### src/logic/legacy_cfg_pkg.sv
`default_nettype none
package legacy_cfg_pkg;
  // Register offsets (byte addresses in configuration space)
  localparam logic [7:0] OFF_RESET_CTRL = 8'h44;
  localparam logic [7:0] OFF_TIMER_CTRL = 8'h50;
  localparam logic [7:0] OFF_IO_RECOVERY = 8'h51;
  localparam logic [7:0] OFF_ROM_LEGACY = 8'h52;
  localparam logic [7:0] OFF_ALT_CPU = 8'h53;
  // Reset values
  localparam logic [7:0] RST_RESET_CTRL = 8'h01;
  localparam logic [7:0] RST_TIMER_CTRL = 8'h7b;
  localparam logic [7:0] RST_IO_RECOVERY = 8'h40;
  localparam logic [7:0] RST_ROM_LEGACY = 8'hf8;
  localparam logic [7:0] RST_ALT_CPU = 8'h00;
  // Reset control bit positions
  localparam int RC_SLOW_CLK_LO = 4;
  localparam int RC_DISK_CTRL_RST = 3;
  localparam int RC_DISK_BUS_RST = 2;
  localparam int RC_PCI_RST = 1;
  localparam int RC_WARM_START = 0;
  // Timer control bit positions
  localparam int TC_TIMER_RST = 7;
  localparam int TC_CH1_PASS = 6;
  localparam int TC_CH1_GATE = 5;
  localparam int TC_CH0_PASS = 4;
  localparam int TC_CH0_GATE = 3;
  localparam int TC_DIV_LO = 0;
  // ROM / legacy logic bit positions
  localparam int RL_A20_SNOOP = 7;
  localparam int RL_GAME_WR_CS = 6;
  localparam int RL_GAME_RD_CS = 5;
  localparam int RL_A20_WARM_CLR = 4;
  localparam int RL_PORT92_EN = 3;
  localparam int RL_ROM_UPPER = 2;
  localparam int RL_ROM_WRITE = 1;
  localparam int RL_ROM_LOW = 0;
  // Alternate CPU support
  localparam int AC_GAME_WR_BLOCK = 6;
  localparam logic [7:0] AC_WRITE_MASK = 8'h7f;
  // Slow clock source codes
  localparam logic [1:0] SLOW_INT_HIDDEN = 2'h0;
  localparam logic [1:0] SLOW_INT_DRIVEN = 2'h1;
  localparam logic [1:0] SLOW_EXTERNAL = 2'h2;
  localparam logic [1:0] SLOW_INVALID = 2'h3;
  // Divisor code reserved value
  localparam logic [2:0] DIV_RESERVED = 3'h0;
  // Reference clock to 32 kHz half period, in reference clock edges
  localparam int REF_HALF_PERIOD = 224;
  // Game port and port 092h I/O addresses
  localparam logic [15:0] GAME_PORT_LO = 16'h0200;
  localparam logic [15:0] GAME_PORT_HI = 16'h0201;
  localparam logic [15:0] PORT_92 = 16'h0092;
  // ROM windows, decoded on address bits 23:16
  localparam logic [7:0] ROM_UP_DEF = 8'hfc;
  localparam logic [7:0] ROM_UP_BIG = 8'hff;
  localparam logic [7:0] ROM_LOW_DEF = 8'h0f;
  localparam logic [7:0] ROM_LOW_BIG = 8'h0e;
  localparam logic [7:0] ROM_TOP_BYTE = 8'hff;

  typedef struct packed {
    logic valid;
    logic write;
    logic is_io;
    logic [23:0] addr;
  } isa_cycle_t;

  typedef struct packed {
    logic rom_cs;
    logic game_cs;
    logic port92_hit;
    logic isa_block;
  } decode_t;
endpackage : legacy_cfg_pkg
`default_nettype wire

### src/logic/legacy_isa_bridge_config_regs.sv
// Notes on behaviour
// - Slow clock from reference clock, internal or driven out, or from external input; code 11 is invalid.
// - Disk controller reset bit held high keeps both controllers in reset.
// - Disk bus reset bit high asserts disk bus reset until cleared.
// - PCI reset bit asserts PCI bus reset only; software clears it.
// - Warm start bit reads 0 after a warm start, 1 if none.
// - Writing 1 to warm start bit fires system reset; 0 does nothing.
// - Timer reset bit 1 holds interval timer in reset.
// - Channel 1 gate follows its control bit.
// - Channel 0 pass bit 0 forces zero, 1 drives interrupt line zero.
// - Channel 0 gate follows its control bit.
// - Divisor field divides PCI clock for ISA clock; 000 reserved; the logic holds the clock low for codes four and above.
// - 16-bit I/O recovery is low nibble plus one plus one.
// - A20 snoop enable lets device snoop keyboard A20 commands.
// - Separate enables for game port chip select on reads and writes.
// - When enabled, warm reset forces A20 mask deasserted.
// - Port 092h decode only when its enable bit is set.
// - Two range bits enlarge upper and low boot ROM windows.
// - Optional boot ROM chip select on writes to ROM space.
// - Block bit suppresses ISA cycle for game port writes.
`timescale 1ns/1ps
`default_nettype none
module legacy_isa_bridge_config_regs
  import legacy_cfg_pkg::*;
(
  input wire logic mclk,
  input wire logic sys_rst,
  input wire logic [7:0] reg_addr,
  input wire logic [7:0] reg_wdata,
  input wire logic reg_wr,
  input wire logic reg_rd,
  output logic [7:0] reg_rdata,
  input wire logic reference_clock_in,
  input wire logic slow_clock_in,
  output logic slow_clock_pin,
  output logic slow_clock_oe,
  output logic slow_clock,
  output logic disk_ctrl_rst,
  output logic disk_bus_rst,
  output logic pci_bus_rst,
  output logic system_rst_pulse,
  input wire logic warm_reset_seen,
  output logic interval_timer_rst,
  input wire logic timer_ch1_output,
  input wire logic timer_ch0_output,
  output logic timer_ch1_gate,
  output logic timer_ch0_gate,
  output logic port61_bit4,
  output logic interrupt_line_zero,
  output logic isa_clk,
  input wire logic isa_io_busy_end,
  input wire logic isa_io_is_16,
  output logic isa_io_recovering,
  input wire logic kbd_a20_cmd,
  input wire logic kbd_a20_value,
  output logic a20_snoop_en,
  output logic addr_line20_mask,
  input wire legacy_cfg_pkg::isa_cycle_t isa_cycle,
  output legacy_cfg_pkg::decode_t isa_decode,
  output logic game_port_chip_select_n,
  output logic boot_rom_chip_select_n
);
  import legacy_cfg_pkg::*;

  ////////////////////////////////////////////////////////////////////
  logic [7:0] reset_ctrl_reg;
  logic [7:0] timer_ctrl_reg;
  logic [7:0] io_recovery_reg;
  logic [7:0] rom_legacy_reg;
  logic [7:0] alt_cpu_reg;
  logic no_warm_reg;
  logic sys_rst_pulse_reg;
  logic [7:0] rdata_reg;

  wire hit_rc = reg_addr == OFF_RESET_CTRL;
  wire hit_tc = reg_addr == OFF_TIMER_CTRL;
  wire hit_io = reg_addr == OFF_IO_RECOVERY;
  wire hit_rl = reg_addr == OFF_ROM_LEGACY;
  wire hit_ac = reg_addr == OFF_ALT_CPU;
  wire warm_write = reg_wr && hit_rc && reg_wdata[RC_WARM_START];

  wire [7:0] rc_view = {reset_ctrl_reg[7:1], no_warm_reg};
  wire [7:0] rd_mux = hit_rc ? rc_view :
                      hit_tc ? timer_ctrl_reg :
                      hit_io ? io_recovery_reg :
                      hit_rl ? rom_legacy_reg :
                      hit_ac ? alt_cpu_reg : 8'h00;

  always_ff @(posedge mclk or posedge sys_rst) begin
    if (sys_rst) begin
      reset_ctrl_reg <= RST_RESET_CTRL;
      timer_ctrl_reg <= RST_TIMER_CTRL;
      io_recovery_reg <= RST_IO_RECOVERY;
      rom_legacy_reg <= RST_ROM_LEGACY;
      alt_cpu_reg <= RST_ALT_CPU;
    end else if (reg_wr) begin
      // level bits held until software clears
      if (hit_rc) begin
        reset_ctrl_reg <= {reg_wdata[7:1], 1'b0};
      end
      if (hit_tc) begin
        timer_ctrl_reg <= reg_wdata;
      end
      if (hit_io) begin
        io_recovery_reg <= reg_wdata;
      end
      if (hit_rl) begin
        rom_legacy_reg <= reg_wdata;
      end
      if (hit_ac) begin
        alt_cpu_reg <= reg_wdata & AC_WRITE_MASK;
      end
    end
  end

  // warm start status, sticky; power-on only clears it
  // write of 1 pulses system reset
  always_ff @(posedge mclk or posedge sys_rst) begin
    if (sys_rst) begin
      no_warm_reg <= 1'b1;
      sys_rst_pulse_reg <= 1'b0;
      rdata_reg <= 8'h00;
    end else begin
      if (warm_reset_seen || warm_write) begin
        no_warm_reg <= 1'b0;
      end
      sys_rst_pulse_reg <= warm_write;
      rdata_reg <= reg_rd ? rd_mux : 8'h00;
    end
  end
  assign reg_rdata = rdata_reg;
  assign system_rst_pulse = sys_rst_pulse_reg;

  ////////////////////////////////////////////////////////////////////
  // reset outputs
  assign disk_ctrl_rst = reset_ctrl_reg[RC_DISK_CTRL_RST];
  assign disk_bus_rst = reset_ctrl_reg[RC_DISK_BUS_RST];
  assign pci_bus_rst = reset_ctrl_reg[RC_PCI_RST];

  // slow clock source; reference input is taken as synchronous
  wire [1:0] slow_sel = reset_ctrl_reg[RC_SLOW_CLK_LO +: 2];
  logic [7:0] ref_cnt_reg;
  logic ref_prev_reg;
  logic slow_int_reg;
  wire ref_rise = reference_clock_in && !ref_prev_reg;
  always_ff @(posedge mclk or posedge sys_rst) begin
    if (sys_rst) begin
      ref_cnt_reg <= 8'h00;
      ref_prev_reg <= 1'b0;
      slow_int_reg <= 1'b0;
    end else begin
      ref_prev_reg <= reference_clock_in;
      if (ref_rise) begin
        if (ref_cnt_reg == 8'(REF_HALF_PERIOD - 1)) begin
          ref_cnt_reg <= 8'h00;
          slow_int_reg <= ~slow_int_reg;
        end else begin
          ref_cnt_reg <= ref_cnt_reg + 8'h01;
        end
      end
    end
  end
  // Invalid code gives no clock rather than a guess
  assign slow_clock = (slow_sel == SLOW_EXTERNAL) ? slow_clock_in :
                      (slow_sel == SLOW_INVALID) ? 1'b0 : slow_int_reg;
  assign slow_clock_oe = slow_sel == SLOW_INT_DRIVEN;
  assign slow_clock_pin = slow_int_reg;

  ////////////////////////////////////////////////////////////////////
  // timer reset, gates and output pass bits
  assign interval_timer_rst = timer_ctrl_reg[TC_TIMER_RST];
  assign port61_bit4 = timer_ctrl_reg[TC_CH1_PASS] & timer_ch1_output;
  assign timer_ch1_gate = timer_ctrl_reg[TC_CH1_GATE];
  assign interrupt_line_zero = timer_ctrl_reg[TC_CH0_PASS] & timer_ch0_output;
  assign timer_ch0_gate = timer_ctrl_reg[TC_CH0_GATE];

  ////////////////////////////////////////////////////////////////////
  // ISA clock divider; reserved code and codes four and above hold the clock low
  wire [2:0] div_code = timer_ctrl_reg[TC_DIV_LO +: 3];
  wire div_ok = (div_code != DIV_RESERVED) && !div_code[2];
  logic [2:0] div_cnt_reg;
  logic isa_clk_reg;
  logic isa_rise_reg;
  always_ff @(posedge mclk or posedge sys_rst) begin
    if (sys_rst) begin
      div_cnt_reg <= 3'h0;
      isa_clk_reg <= 1'b0;
      isa_rise_reg <= 1'b0;
    end else if (!div_ok) begin
      div_cnt_reg <= 3'h0;
      isa_clk_reg <= 1'b0;
      isa_rise_reg <= 1'b0;
    end else if (div_cnt_reg >= div_code) begin
      div_cnt_reg <= 3'h0;
      isa_clk_reg <= 1'b1;
      isa_rise_reg <= 1'b1;
    end else begin
      div_cnt_reg <= div_cnt_reg + 3'h1;
      isa_rise_reg <= 1'b0;
      if (div_cnt_reg == {1'b0, div_code[2:1]}) begin
        isa_clk_reg <= 1'b0;
      end
    end
  end
  assign isa_clk = isa_clk_reg;

  // recovery: field plus one, plus the fixed clock
  logic [4:0] rec_cnt_reg;
  wire [3:0] rec_field = isa_io_is_16 ? io_recovery_reg[3:0] : io_recovery_reg[7:4];
  always_ff @(posedge mclk or posedge sys_rst) begin
    if (sys_rst) begin
      rec_cnt_reg <= 5'h00;
    end else if (isa_io_busy_end) begin
      rec_cnt_reg <= {1'b0, rec_field} + 5'h02;
    end else if (isa_rise_reg && rec_cnt_reg != 5'h00) begin
      rec_cnt_reg <= rec_cnt_reg - 5'h01;
    end
  end
  assign isa_io_recovering = rec_cnt_reg != 5'h00;

  ////////////////////////////////////////////////////////////////////
  // snoop enable and A20 mask
  assign a20_snoop_en = rom_legacy_reg[RL_A20_SNOOP];
  logic a20_reg;
  always_ff @(posedge mclk or posedge sys_rst) begin
    if (sys_rst) begin
      a20_reg <= 1'b0;
    end else if (warm_reset_seen && rom_legacy_reg[RL_A20_WARM_CLR]) begin
      a20_reg <= 1'b0;
    end else if (kbd_a20_cmd && rom_legacy_reg[RL_A20_SNOOP]) begin
      a20_reg <= kbd_a20_value;
    end
  end
  assign addr_line20_mask = a20_reg;

  // Address decode
  wire game_hit = isa_cycle.valid && isa_cycle.is_io &&
                  (isa_cycle.addr[15:0] == GAME_PORT_LO || isa_cycle.addr[15:0] == GAME_PORT_HI);
  wire game_cs = game_hit && (isa_cycle.write ? rom_legacy_reg[RL_GAME_WR_CS] : rom_legacy_reg[RL_GAME_RD_CS]);
  wire p92_hit = isa_cycle.valid && isa_cycle.is_io && rom_legacy_reg[RL_PORT92_EN] &&
                 isa_cycle.addr[15:0] == PORT_92;
  wire [7:0] hi_byte = isa_cycle.addr[23:16];
  wire up_win = rom_legacy_reg[RL_ROM_UPPER] ? (hi_byte >= ROM_UP_BIG - 8'h0f) : (hi_byte >= ROM_UP_DEF);
  wire low_win = rom_legacy_reg[RL_ROM_LOW] ? (hi_byte == ROM_LOW_BIG || hi_byte == ROM_LOW_DEF) :
                 (hi_byte == ROM_LOW_DEF);
  // writes to ROM only when enabled
  wire rom_cs = isa_cycle.valid && !isa_cycle.is_io && (up_win || low_win) &&
                (!isa_cycle.write || rom_legacy_reg[RL_ROM_WRITE]);
  wire blk = game_hit && isa_cycle.write && alt_cpu_reg[AC_GAME_WR_BLOCK];

  assign isa_decode = '{rom_cs: rom_cs, game_cs: game_cs, port92_hit: p92_hit, isa_block: blk};
  assign game_port_chip_select_n = ~game_cs;
  assign boot_rom_chip_select_n = ~rom_cs;

  ////////////////////////////////////////////////////////////////////
  // pulse follows a one write
  chk_warm_pulse: assert property (
    @(posedge mclk) disable iff (sys_rst)
    warm_write |=> system_rst_pulse && !no_warm_reg)
    else $error("warm start pulse missing");
  chk_warm_sticky: assert property (
    @(posedge mclk) disable iff (sys_rst)
    !no_warm_reg |=> !no_warm_reg)
    else $error("warm status cleared");
  chk_read_timing: assert property (
    @(posedge mclk) disable iff (sys_rst)
    reg_rd && hit_tc |=> reg_rdata == $past(timer_ctrl_reg))
    else $error("read data wrong");
  chk_pci_reset: assert property (
    @(posedge mclk) disable iff (sys_rst)
    reg_wr && hit_rc |=> pci_bus_rst == $past(reg_wdata[RC_PCI_RST]))
    else $error("pci reset bad");
  chk_interrupt_line_zero_gate: assert property (
    @(posedge mclk) disable iff (sys_rst)
    !timer_ctrl_reg[TC_CH0_PASS] |-> !interrupt_line_zero)
    else $error("interrupt_line_zero leaked");
  chk_a20_clear: assert property (
    @(posedge mclk) disable iff (sys_rst)
    warm_reset_seen && rom_legacy_reg[RL_A20_WARM_CLR] |=> !addr_line20_mask)
    else $error("a20 held");
  chk_game_block: assert property (
    @(posedge mclk) disable iff (sys_rst)
    isa_decode.isa_block |-> isa_cycle.write && alt_cpu_reg[AC_GAME_WR_BLOCK])
    else $error("bad block");
  chk_recovery_load: assert property (
    @(posedge mclk) disable iff (sys_rst)
    isa_io_busy_end && isa_io_is_16 |=> rec_cnt_reg == {1'b0, $past(io_recovery_reg[3:0])} + 5'h02)
    else $error("recovery count wrong");
  chk_recovery_8bit: assert property (
    @(posedge mclk) disable iff (sys_rst)
    isa_io_busy_end && !isa_io_is_16 |=> rec_cnt_reg == {1'b0, $past(io_recovery_reg[7:4])} + 5'h02)
    else $error("byte recovery count wrong");
  chk_disk_ctrl_rst: assert property (
    @(posedge mclk) disable iff (sys_rst)
    reg_wr && hit_rc |=> disk_ctrl_rst == $past(reg_wdata[RC_DISK_CTRL_RST]))
    else $error("disk controller reset bad");
  chk_disk_bus_rst: assert property (
    @(posedge mclk) disable iff (sys_rst)
    reg_wr && hit_rc |=> disk_bus_rst == $past(reg_wdata[RC_DISK_BUS_RST]))
    else $error("disk bus reset bad");
  chk_bus_rst_hold: assert property (
    @(posedge mclk) disable iff (sys_rst)
    !(reg_wr && hit_rc) |=> $stable(disk_bus_rst))
    else $error("disk bus reset moved");
  chk_timer_rst: assert property (
    @(posedge mclk) disable iff (sys_rst)
    reg_wr && hit_tc |=> interval_timer_rst == $past(reg_wdata[TC_TIMER_RST]))
    else $error("timer reset bad");
  chk_ch1_gate: assert property (
    @(posedge mclk) disable iff (sys_rst)
    reg_wr && hit_tc |=> timer_ch1_gate == $past(reg_wdata[TC_CH1_GATE]))
    else $error("channel 1 gate bad");
  chk_ch0_gate: assert property (
    @(posedge mclk) disable iff (sys_rst)
    reg_wr && hit_tc |=> timer_ch0_gate == $past(reg_wdata[TC_CH0_GATE]))
    else $error("channel 0 gate bad");
  chk_ch1_blocked: assert property (
    @(posedge mclk) disable iff (sys_rst)
    !timer_ctrl_reg[TC_CH1_PASS] |-> !port61_bit4)
    else $error("channel 1 output leaked");
  chk_slow_invalid: assert property (
    @(posedge mclk) disable iff (sys_rst)
    slow_sel == SLOW_INVALID |-> !slow_clock && !slow_clock_oe)
    else $error("invalid slow clock code active");
  chk_isa_stopped: assert property (
    @(posedge mclk) disable iff (sys_rst)
    !div_ok |=> !isa_clk)
    else $error("isa clock runs on bad code");
  chk_port92_off: assert property (
    @(posedge mclk) disable iff (sys_rst)
    !rom_legacy_reg[RL_PORT92_EN] |-> !isa_decode.port92_hit)
    else $error("port 092h decoded while off");
  chk_rdata_idle: assert property (
    @(posedge mclk) disable iff (sys_rst)
    !reg_rd |=> reg_rdata == 8'h00)
    else $error("read data not idle");
  chk_snoop_off: assert property (
    @(posedge mclk) disable iff (sys_rst)
    !rom_legacy_reg[RL_A20_SNOOP] && !warm_reset_seen |=> $stable(addr_line20_mask))
    else $error("a20 moved without snoop");
endmodule : legacy_isa_bridge_config_regs
`default_nettype wire

### config.mk
export PLATFORM = sky130hd
export DESIGN_NAME = legacy_isa_bridge_config_regs
export DESIGN_NICKNAME = d
export VERILOG_FILES = /design/src/logic/legacy_cfg_pkg.sv /design/src/logic/legacy_isa_bridge_config_regs.sv
export SDC_FILE = /design/constraint.sdc
export NUM_CORES = 1
export LEC_CHECK = 0
export BUFFER_PORTS_ARGS = -buffer_cell sky130_fd_sc_hd__buf_2
export CAP_MARGIN = 20
export CORE_MARGIN = 2
export CORE_UTILIZATION = 48
export CTS_CLUSTER_DIAMETER = 150
export DETAILED_ROUTE_END_ITERATION = 16
export HOLD_SLACK_MARGIN = 0.12
export PLACE_DENSITY = 0.88
export SKIP_LAST_GASP = 1
export SLEW_MARGIN = 10
export SYNTH_ARGS = -nofsm -noshare
export SYNTH_HDL_FRONTEND = slang
export SYNTH_SLANG_ARGS = --single-unit
### constraint.sdc
create_clock -name mclk -period 1.75 [get_ports mclk]
set_input_delay 0.0875 -clock mclk [delete_from_list [all_inputs] [get_ports mclk]]
set_output_delay 0.0875 -clock mclk [all_outputs]
set_load 0.005 [all_outputs]
* Yosys cells after proc, flatten, opt, wreduce, memory -nomap -nowiden *
Cells that the tools add are included.

word-level totals
  bits in registers = 70
  output and inout port bits = 30

cells by class
  add/sub/neg operators = 4
  order comparisons = 3
  equality and inequality tests = 16
  muxes and demuxes = 24
  bitwise logic cells = 5
  reductions and logical operators = 36

operators by type and width
  kind                                                                 count
  8-bit two-way mux                                                    6
  8-bit by 7-bit == test with 1-bit output (second input constant)     5
  16-bit by 10-bit == test with 1-bit output (second input constant)   2
  1-bit logical AND                                                    17
  16-bit by 8-bit == test with 1-bit output (second input constant)    1
  8-bit by 4-bit == test with 1-bit output (second input constant)     2
  8-bit greater-or-equal comparator (second input constant)            2
  1-bit two-way mux                                                    12
  2-bit AND reduction                                                  6
  5-bit two-way mux                                                    2
  8-bit by 1-bit adder with 8-bit output (second input constant)       1
  8-bit == test (second input constant)                                1
  7-bit two-way mux                                                    1
  3-bit two-way mux                                                    2
  4-bit by 2-bit adder with 5-bit output (second input constant)       1
  1-bit logical OR                                                     5
  5-bit nonzero test                                                   1
  5-bit by 1-bit subtractor with 5-bit output (second input constant)  1
  2-bit == test (second input constant)                                2
  1-bit zero test                                                      4
  4-bit two-way mux                                                    1
  2-bit nonzero test                                                   2
  3-bit by 1-bit adder with 3-bit output (second input constant)       1
  3-bit by 2-bit == test with 1-bit output                             1
  6 further kinds                                                      9

* Longest topological paths before layout *
Gate-level depths: netlist of the first run.

  word-level depth = 7
  mapped depth = 7
  gate-level depth less buffers = 6

* Worst setup path after synthesis of the first run *
Ideal clock, no wire load.

  path type = reg2reg
  start = register rec_cnt_reg[0]
  end = register rec_cnt_reg[2]
  arrival time = 1531 ps
  data required time = 1623 ps
  slack = 91 ps
  stages on the path, launching flop included = 8
  buffers on the path = 1
  path through = dfrtp_1 > inv_1 > ha_1 > or4b_1 > clkbuf_2 > nor3b_1 > a211oi_1 > a21oi_1

on the way
  longest elaborated chain between the ends = 3
  elaborated cells on any way between the ends = 6

ends and longest elaborated chain
  element                       line                                  text
  from (decl)                   legacy_isa_bridge_config_regs.sv:208  logic [4:0] rec_cnt_reg;
  from (signal assigned)        legacy_isa_bridge_config_regs.sv:214  rec_cnt_reg <= {1'b0, rec_field} + 5'h02;
  from (signal assigned)        legacy_isa_bridge_config_regs.sv:216  rec_cnt_reg <= rec_cnt_reg - 5'h01;
  5-bit nonzero test            -
  named net isa_io_recovering   legacy_isa_bridge_config_regs.sv:53   output logic isa_io_recovering,
  1-bit logical AND             legacy_isa_bridge_config_regs.sv:215  end else if (isa_rise_reg && rec_cnt_reg != 5'h00) begin
  2-bit nonzero test (no line)  -

The timed path passes the listed nets, and every way through them passes these cells. The select of a mux whose other input is x is not followed.
A chain may end at the register's enable or synchronous reset.

* Worst setup path after layout of the first run *
  start = register rec_cnt_reg[0]
  end = register rec_cnt_reg[2]

on the way
  longest elaborated chain between the ends = 3
  elaborated cells on any way between the ends = 6

ends and longest elaborated chain
  element                                                                                   line
  5-bit by 1-bit subtractor with 5-bit output / 5-bit nonzero test (equally long branches)  legacy_isa_bridge_config_regs.sv:216, legacy_isa_bridge_config_regs.sv:215
  5-bit two-way mux / 1-bit logical AND (equally long branches)                             legacy_isa_bridge_config_regs.sv:215
  5-bit two-way mux / 2-bit nonzero test (equally long branches)                            -

Parallel ways exist; a longest one is shown, timed or not. The select of a mux whose other input is x is not followed.

==> run summary, run 1 <==
GRT met2 Usage -> 0.347
CP Data Required Time -> 1.97 ns
Core Region -> 7140 um2
Vias in the first global route -> 2845
Compound-Gate Fraction of Synth Area -> 0.0987
CTS Buf Count -> 9
CP Launch Point -> rec_cnt_reg[0]
Clock root cell -> clkbuf_8
Synth Flop Type -> dfrtp_1
Syn. warnings -> 0
Die area -> 7930 um2
Total GRT Usage -> 0.218
Largest stage delay, worst path -> 0.51 ns
IO Port Bufs -> 85
Synthesized flop and latch total -> 69
Met3 Use GR -> 0.0406
Syn Std Cell Area -> 3470 um2
Period minus WS final -> 1.73 ns
Status -> finished, final reports clean
Initial Utilization -> 0.487
Worst-Margin Slew -> 0.437 ns
Worst setup EP type -> register
Internal reg-to-reg setup slack -> 0.02 ns
Leak -> 2.18 nW
Drt via density -> 5.45
Grt ovf -> 0
Nets@finish -> 485
Crit-path cells -> inv_2, ha_1, or4b_4, nor3b_1, a211oi_1, a21oi_1
Power per cell area -> 796 nW/um2
Area Growth Syn to Fin -> 26.4%
Crit path DAT -> 1.95 ns
Largest family of logic cells by synthesized area -> simple AND/OR/NAND/NOR gates
Net Sw Frac -> 0.257
ANT cells -> 0
Number of fillers in the final layout -> 585
Simple-gate area share of the yosys netlist -> 0.175
Met1 GRT Util -> 0.284
# rows -> 31
FF-to-FF End -> rec_cnt_reg[2]
Top Ports -> 86
Pin count of the biggest net entering global routing -> 56
FF-to-FF Start -> rec_cnt_reg[0]
Share of layout cells above drive strength 1 -> 0.410
Via count -> 2866
Hold Crit Class -> in2reg
Initial antenna violation count -> 0
Post-Route Skew -> 0.00702 ns
Yosys top cell by area -> dfrtp_1
Final Hold Vio Count -> 0
Drt first pass iters -> 5
Min-Delay Path Depth -> 3
EDFF count, synth -> 0
Register share of total power -> 0.522
WL per Instance -> 15.6 um
WL final -> 8190 um
Clk_lat worst skew -> 0.34 ns
DRT iter0 DRCs -> 213
CTS tree -> done
Startpoint types -> register
Total of max-cap violations -> 0
Routed Antenna Nets -> 0
Syn Area/Cell -> 11.1 um2
Detailed Place HPWL -> 6010 um
Post-synth top area share -> 0.404
Crit-path max FO -> 6
Die X -> 89.1 um
Adder-cell area share of the yosys netlist -> 0.0252
Worst r2r path cells -> 6
Max Freq -> 0.578 GHz
Asr flop ratio synth -> 1.00
Reg clk slew, reported paths -> 0.07 ns
Post-route clock period utilization -> 0.989
Sequential-to-total area share from yosys stat -> 0.502
Die Y -> 89.1 um
Post-Synth XOR/XNOR Area -> 0.0252
Net switching power -> 0.900 mW
Post-synthesis instance total -> 314
Post-route DRC -> 0
Setup_tns -> 0 ns
Synth area leaders -> dfrtp_1, mux2_2, dfstp_2
Worst setup endpoint -> rec_cnt_reg[2]
First-pass GRT wire length -> 13200 um
H-tree Lvls -> 3
Clk pwr share -> 0.338
Internal -> 2.60 mW
Max VDD drop -> 0.385 mV
Number of clock sinks -> 69
Comb pwr share -> 0.139
Crit-path slowest cell -> or4b_4
Routability congestion estimate -> 0.851
Syn nets -> 377
Mux cell area share after synthesis -> 0.142
Worst rel slew slack -> 0.705
Setup violations, final -> 0
Synth unique cells -> 49
Clock Tree Buf Depth -> 2
Busiest grt layer -> met2
Final Slew Violations -> 0
Critical setup path kind -> reg2reg
Min Hold Slack -> 0.193 ns
## cell usage after synthesis, types with 2 or more instances
cell type / instances
a21oi_1: 22
a2bb2oi_1: 2
a31oi_1: 7
and2_1: 3
and3_1: 5
buf_2: 3
buf_4: 4
clkbuf_1: 5
dfrtp_1: 56
dfstp_2: 13
ha_1: 7
inv_1: 11
mux2_2: 42
mux2i_1: 2
nand2_1: 27
nand2b_1: 3
nand3_1: 3
nand3b_1: 2
nand4_1: 4
nand4b_1: 2
nand4b_2: 2
nor2_1: 15
nor2b_1: 5
nor3_1: 5
nor3b_1: 2
nor4_1: 4
nor4b_1: 2
o21ai_0: 18
o31ai_1: 3
or4_1: 8
xnor2_1: 6
xor2_1: 4
## cells in the final DEF (no fill, tap or decap), drive strengths merged, types with 5 or more instances in the layout
cell | netlist | final
inv | 11 | 10
nor4 | 5 | 5
buf | 7 | 95
a21oi | 22 | 22
dfstp | 13 | 13
nor2b | 6 | 6
clkbuf | 6 | 15
a31oi | 7 | 7
nor2 | 15 | 15
or4 | 8 | 8
nand2 | 27 | 27
nor3 | 5 | 5
o21ai | 19 | 19
dfrtp | 56 | 56
nand4 | 5 | 5
xnor2 | 6 | 6
ha | 7 | 7
mux2 | 42 | 42
dlygate4sd3 | 0 | 15
and3 | 5 | 5
## cell type report
class                      instances  area [um2]  share of cell area
clock inverter                     1        5.00             0.00114
inverter                          11        45.0              0.0103
sequential                        69        1740               0.397
clock buffer                      15         176              0.0402
multi-input combinational        221        1630               0.371
tap                               99         124              0.0282
timing repair buffer             110         669               0.153
## worst max-delay path: cells and delay by family (launching register included)
family	cells	cell delay, ns
simple gates	2	0.67
flops	1	0.39
compound gates	2	0.32
fa+ha+maj	1	0.15
buf+inv	1	0.07
## what timing repair did
| action | 4_1_cts | 5_1_grt |
|---|---|---|
| endpoints found under the hold margin | 118 | 0 |
| endpoints found under the setup margin | 2 | 5 |
| gates resized for setup | 1 | 3 |
| pin swaps | 1 | 0 |
| hold buffers | 15 | 0 |
| setup buffers | 0 | 1 |
## per-layer routing
metal  vias to the layer above  share of wire
met4                         0          0.028
li1                       1361              -
met2                        79           0.50
met1                      1404           0.43
met3                        22          0.042
met5                         -              0
## per-stage QoR
| stage | power (mW) | instances | setup WS (ns) | utilization | cell area (um2) |
|---|---|---|---|---|---|
| final | 3.50 | 526 | 0.0196 | 0.615 | 4390 |
| after global routing | 3.68 | 526 | -0.00619 | 0.615 | 4390 |
| after CTS | 3.50 | 525 | 0.0127 | 0.613 | 4370 |
| after detailed placement | 2.29 | 494 | -0.0607 | 0.566 | 4040 |
| after global placement | 2.26 | 494 | 0.0903 | 0.566 | 4040 |
| after floorplan | 2.09 | 314 | 0.0914 | - | 3480 |
## power by group through the flow
| stage | combinational, mW | sequential, mW | clock [mW] |
|---|---|---|---|
| floorplan | 0.271 | 1.82 | 0 |
| global placement | 0.417 | 1.84 | 0 |
| detailed placement | 0.443 | 1.85 | 0 |
| CTS | 0.479 | 1.82 | 1.20 |
| global route | 0.552 | 1.84 | 1.29 |
| finish | 0.487 | 1.83 | 1.18 |
## cell families (layout without fill, tap and decap cells)
group	Yosys count	count (layout)
fa+ha+maj	7	7
compound gates	59	59
buf+inv	24	137
flops	69	69
xor+xnor	10	10
simple gates	101	101
mux	44	44
## how the worst min path moves through the flow
stage | startpoint | to
CTS | isa_io_is_16 | rec_cnt_reg[1]
detailed placement | sys_rst | reg_rdata[6]
floorplan | reference_clock_in | ref_prev_reg
global route | isa_io_is_16 | rec_cnt_reg[1]
global placement | sys_rst | reg_rdata[6]
finish | isa_io_is_16 | rec_cnt_reg[1]
Power figures use the tool's default switching activity.
==> inputs of run 2 (changes only) <==
PLACE_DENSITY = 0.76   (was 0.88)
==> run summary, run 2 (synthesized netlist as in run 1, its figures left out) <==
Status -> finished, final reports clean
Family with the most delay on the worst path -> simple AND/OR/NAND/NOR gates
Clk_lat worst skew -> 0.35 ns (about the same)
Post-route DRC -> 0 (unchanged)
Min-Delay Path Depth -> 3 (unchanged)
Worst r2r path cells -> 6 (unchanged)
Hold EP -> rec_cnt_reg[1]
Worst setup EP type -> output pin
Total of max-cap violations -> 0 (unchanged)
WL per Instance -> 15.4 um (-1.3%)
Routability congestion estimate -> 0.841 (-1.3%)
Total GRT Usage -> 0.225 (+0.00701)
Most frequent cells in the layout -> buf_2, dfrtp_1, mux2_2, nand2_1, a21oi_1
Post-Route Skew -> 0.00816 ns (+0.00115 ns)
ANT cells -> 0 (unchanged)
Max Freq -> 0.585 GHz (+1.2%)
Nets@finish -> 485 (unchanged)
Leak -> 2.19 nW (+0.46%)
Commonest non-fill, non-tap cell in the layout -> buf_2
Max VDD drop -> 0.469 mV (+22%)
CTS Buf Count -> 9 (unchanged)
Setup_tns -> 0 ns (unchanged)
Reg clk slew, reported paths -> 0.06 ns (about the same)
Post-route clock period utilization -> 0.977 (-0.0121)
CP Data Required Time -> 1.66 ns (-0.31 ns)
Crit-path max FO -> 6 (unchanged)
Die area -> 7930 um2 (unchanged)
Drt first pass iters -> 4 (-1)
CTS tree -> done
Power per cell area -> 825 nW/um2 (+3.6%)
Drt via density -> 5.38 (-1.2%)
First-pass GRT wire length -> 13400 um (+1.3%)
Hold Crit Class -> in2reg
# rows -> 31 (unchanged)
Core Region -> 7140 um2 (unchanged)
Number of fillers in the final layout -> 621 (+6.2%)
Initial antenna violation count -> 0 (unchanged)
Clock root cell -> clkbuf_8
Crit-path slowest cell -> or4b_4
Startpoint types -> register
Top Ports -> 86 (unchanged)
Crit-path cells -> inv_1, ha_2, or4b_4, buf_6
Die Y -> 89.1 um (unchanged)
DRT iter0 DRCs -> 167 (-22%)
Buf/Inv on CP -> 2 (+1)
Share of layout cells above drive strength 1 -> 0.415 (+0.00468)
FF-to-FF End -> rec_cnt_reg[2]
Min-delay src -> isa_io_is_16
Area Growth Syn to Fin -> 27.1%
Number of clock sinks -> 69 (unchanged)
Final Slew Violations -> 0 (unchanged)
Vias in the first global route -> 2807 (-1.3%)
Initial Utilization -> 0.487 (unchanged)
Worst-Margin Slew -> 0.411 ns (-0.0263 ns)
Routed Antenna Nets -> 0 (unchanged)
WL final -> 8090 um (-1.3%)
Critical setup path kind -> reg2out
Tot Pwr -> 3.64 mW (+4.1%)
Detailed Place HPWL -> 5890 um (-2.0%)
Fin cells -> 526 (unchanged)
Min Hold Slack -> 0.192 ns (-0.00142 ns)
Crit path DAT -> 1.62 ns (-0.33 ns)
Grt ovf -> 0 (unchanged)
IO Port Bufs -> 85 (unchanged)
Pin count of the biggest net entering global routing -> 70 (+25%)
FF-to-FF Start -> rec_cnt_reg[1]
Largest stage delay, worst path -> 0.51 ns (about the same)
Placed Cells -> 493 (-0.20%)
Die X -> 89.1 um (unchanged)
Via count -> 2832 (-1.2%)
H-tree Lvls -> 3 (unchanged)
Final Hold Vio Count -> 0 (unchanged)
Worst rel slew slack -> 0.724 (+0.0192)
RSZ-0062 raised after global routing -> yes
Clock Tree Buf Depth -> 2 (unchanged)
Internal reg-to-reg setup slack -> 0.07 ns (+0.05 ns)
Period minus WS final -> 1.71 ns (-0.0211 ns)
Setup violations, final -> 0 (unchanged)
==> run 2: changes by cell type in the layout (fill, tap and decap cells not counted), sizes merged <==
| cell | previous run | this run |
|---|---|---|
| bufinv | 0 | 1 |
| clkbuf | 15 | 13 |
| clkinv | 1 | 2 |
==> run 2: per-stage QoR <==
step                utilization  cell area, um2  setup slack (ns)
floorplan                     -            3480            0.0914
global placement          0.565            4030            0.0792
detailed placement        0.565            4030          -0.00116
CTS                       0.614            4390            0.0143
global route              0.618            4410           -0.0122
finish                    0.618            4410            0.0407
==> run 2: final cells by class <==
class | count | area [um2] | share of cell area
flip-flops and latches | 69 | 1740 | 0.395
multi-input cells | 221 | 1630 | 0.369
repair buffers | 110 | 669 | 0.152
clock buffers | 13 | 159 | 0.0360
well taps | 99 | 124 | 0.0281
inverters | 11 | 45.0 | 0.0102
clock inverters | 3 | 43.8 | 0.00992
==> run 2: layer usage <==
| layer | track usage | wire [um] |
|---|---|---|
| met1 | 0.286 | 3460 |
| met2 | 0.380 | 4070 |
| met3 | 0.0517 | 393 |
| met4 | 0.0787 | 165 |
| met5 | 0 | 0 |
==> run 2: worst reg2reg max path, cell delays in order, from the launching register on <==
cell	delay, ns
dfrtp_1	0.39
inv_1	0.07
ha_2	0.17
or4b_4	0.51
nor3b_1	0.16
a211oi_1	0.19
a21oi_1	0.07
==> run 2: worst max-delay path by stage <==
stage | cells past startpoint | endpoint | slack [ns] | startpoint
global placement | 6 | rec_cnt_reg[2] | 0.08 | rec_cnt_reg[0]
floorplan | 7 | rec_cnt_reg[2] | 0.09 | rec_cnt_reg[0]
global route | 6 | rec_cnt_reg[2] | -0.01 | rec_cnt_reg[1]
CTS | 4 | isa_io_recovering | 0.01 | rec_cnt_reg[0]
finish | 4 | isa_io_recovering | 0.04 | rec_cnt_reg[1]
detailed placement | 6 | rec_cnt_reg[2] | -0.001 | rec_cnt_reg[0]
==> run 2: timing repair <==
| item | CTS | global route |
|---|---|---|
| setup endpoints to repair | 2 | 7 |
| setup buffers | 0 | 2 |
| resized for setup | 1 | 4 |
| pin swaps | 0 | 2 |
| hold buffers | 15 | 0 |
| endpoints found under the hold margin | 110 | 0 |
==> run 2: where the power goes <==
group	internal, mW	switching [mW]	total, mW	leakage (nW)
clock network	0.738	0.584	1.32	0.104
registers	1.72	0.107	1.83	0.890
logic	0.250	0.242	0.492	1.19
total	2.71	0.933	3.64	2.19
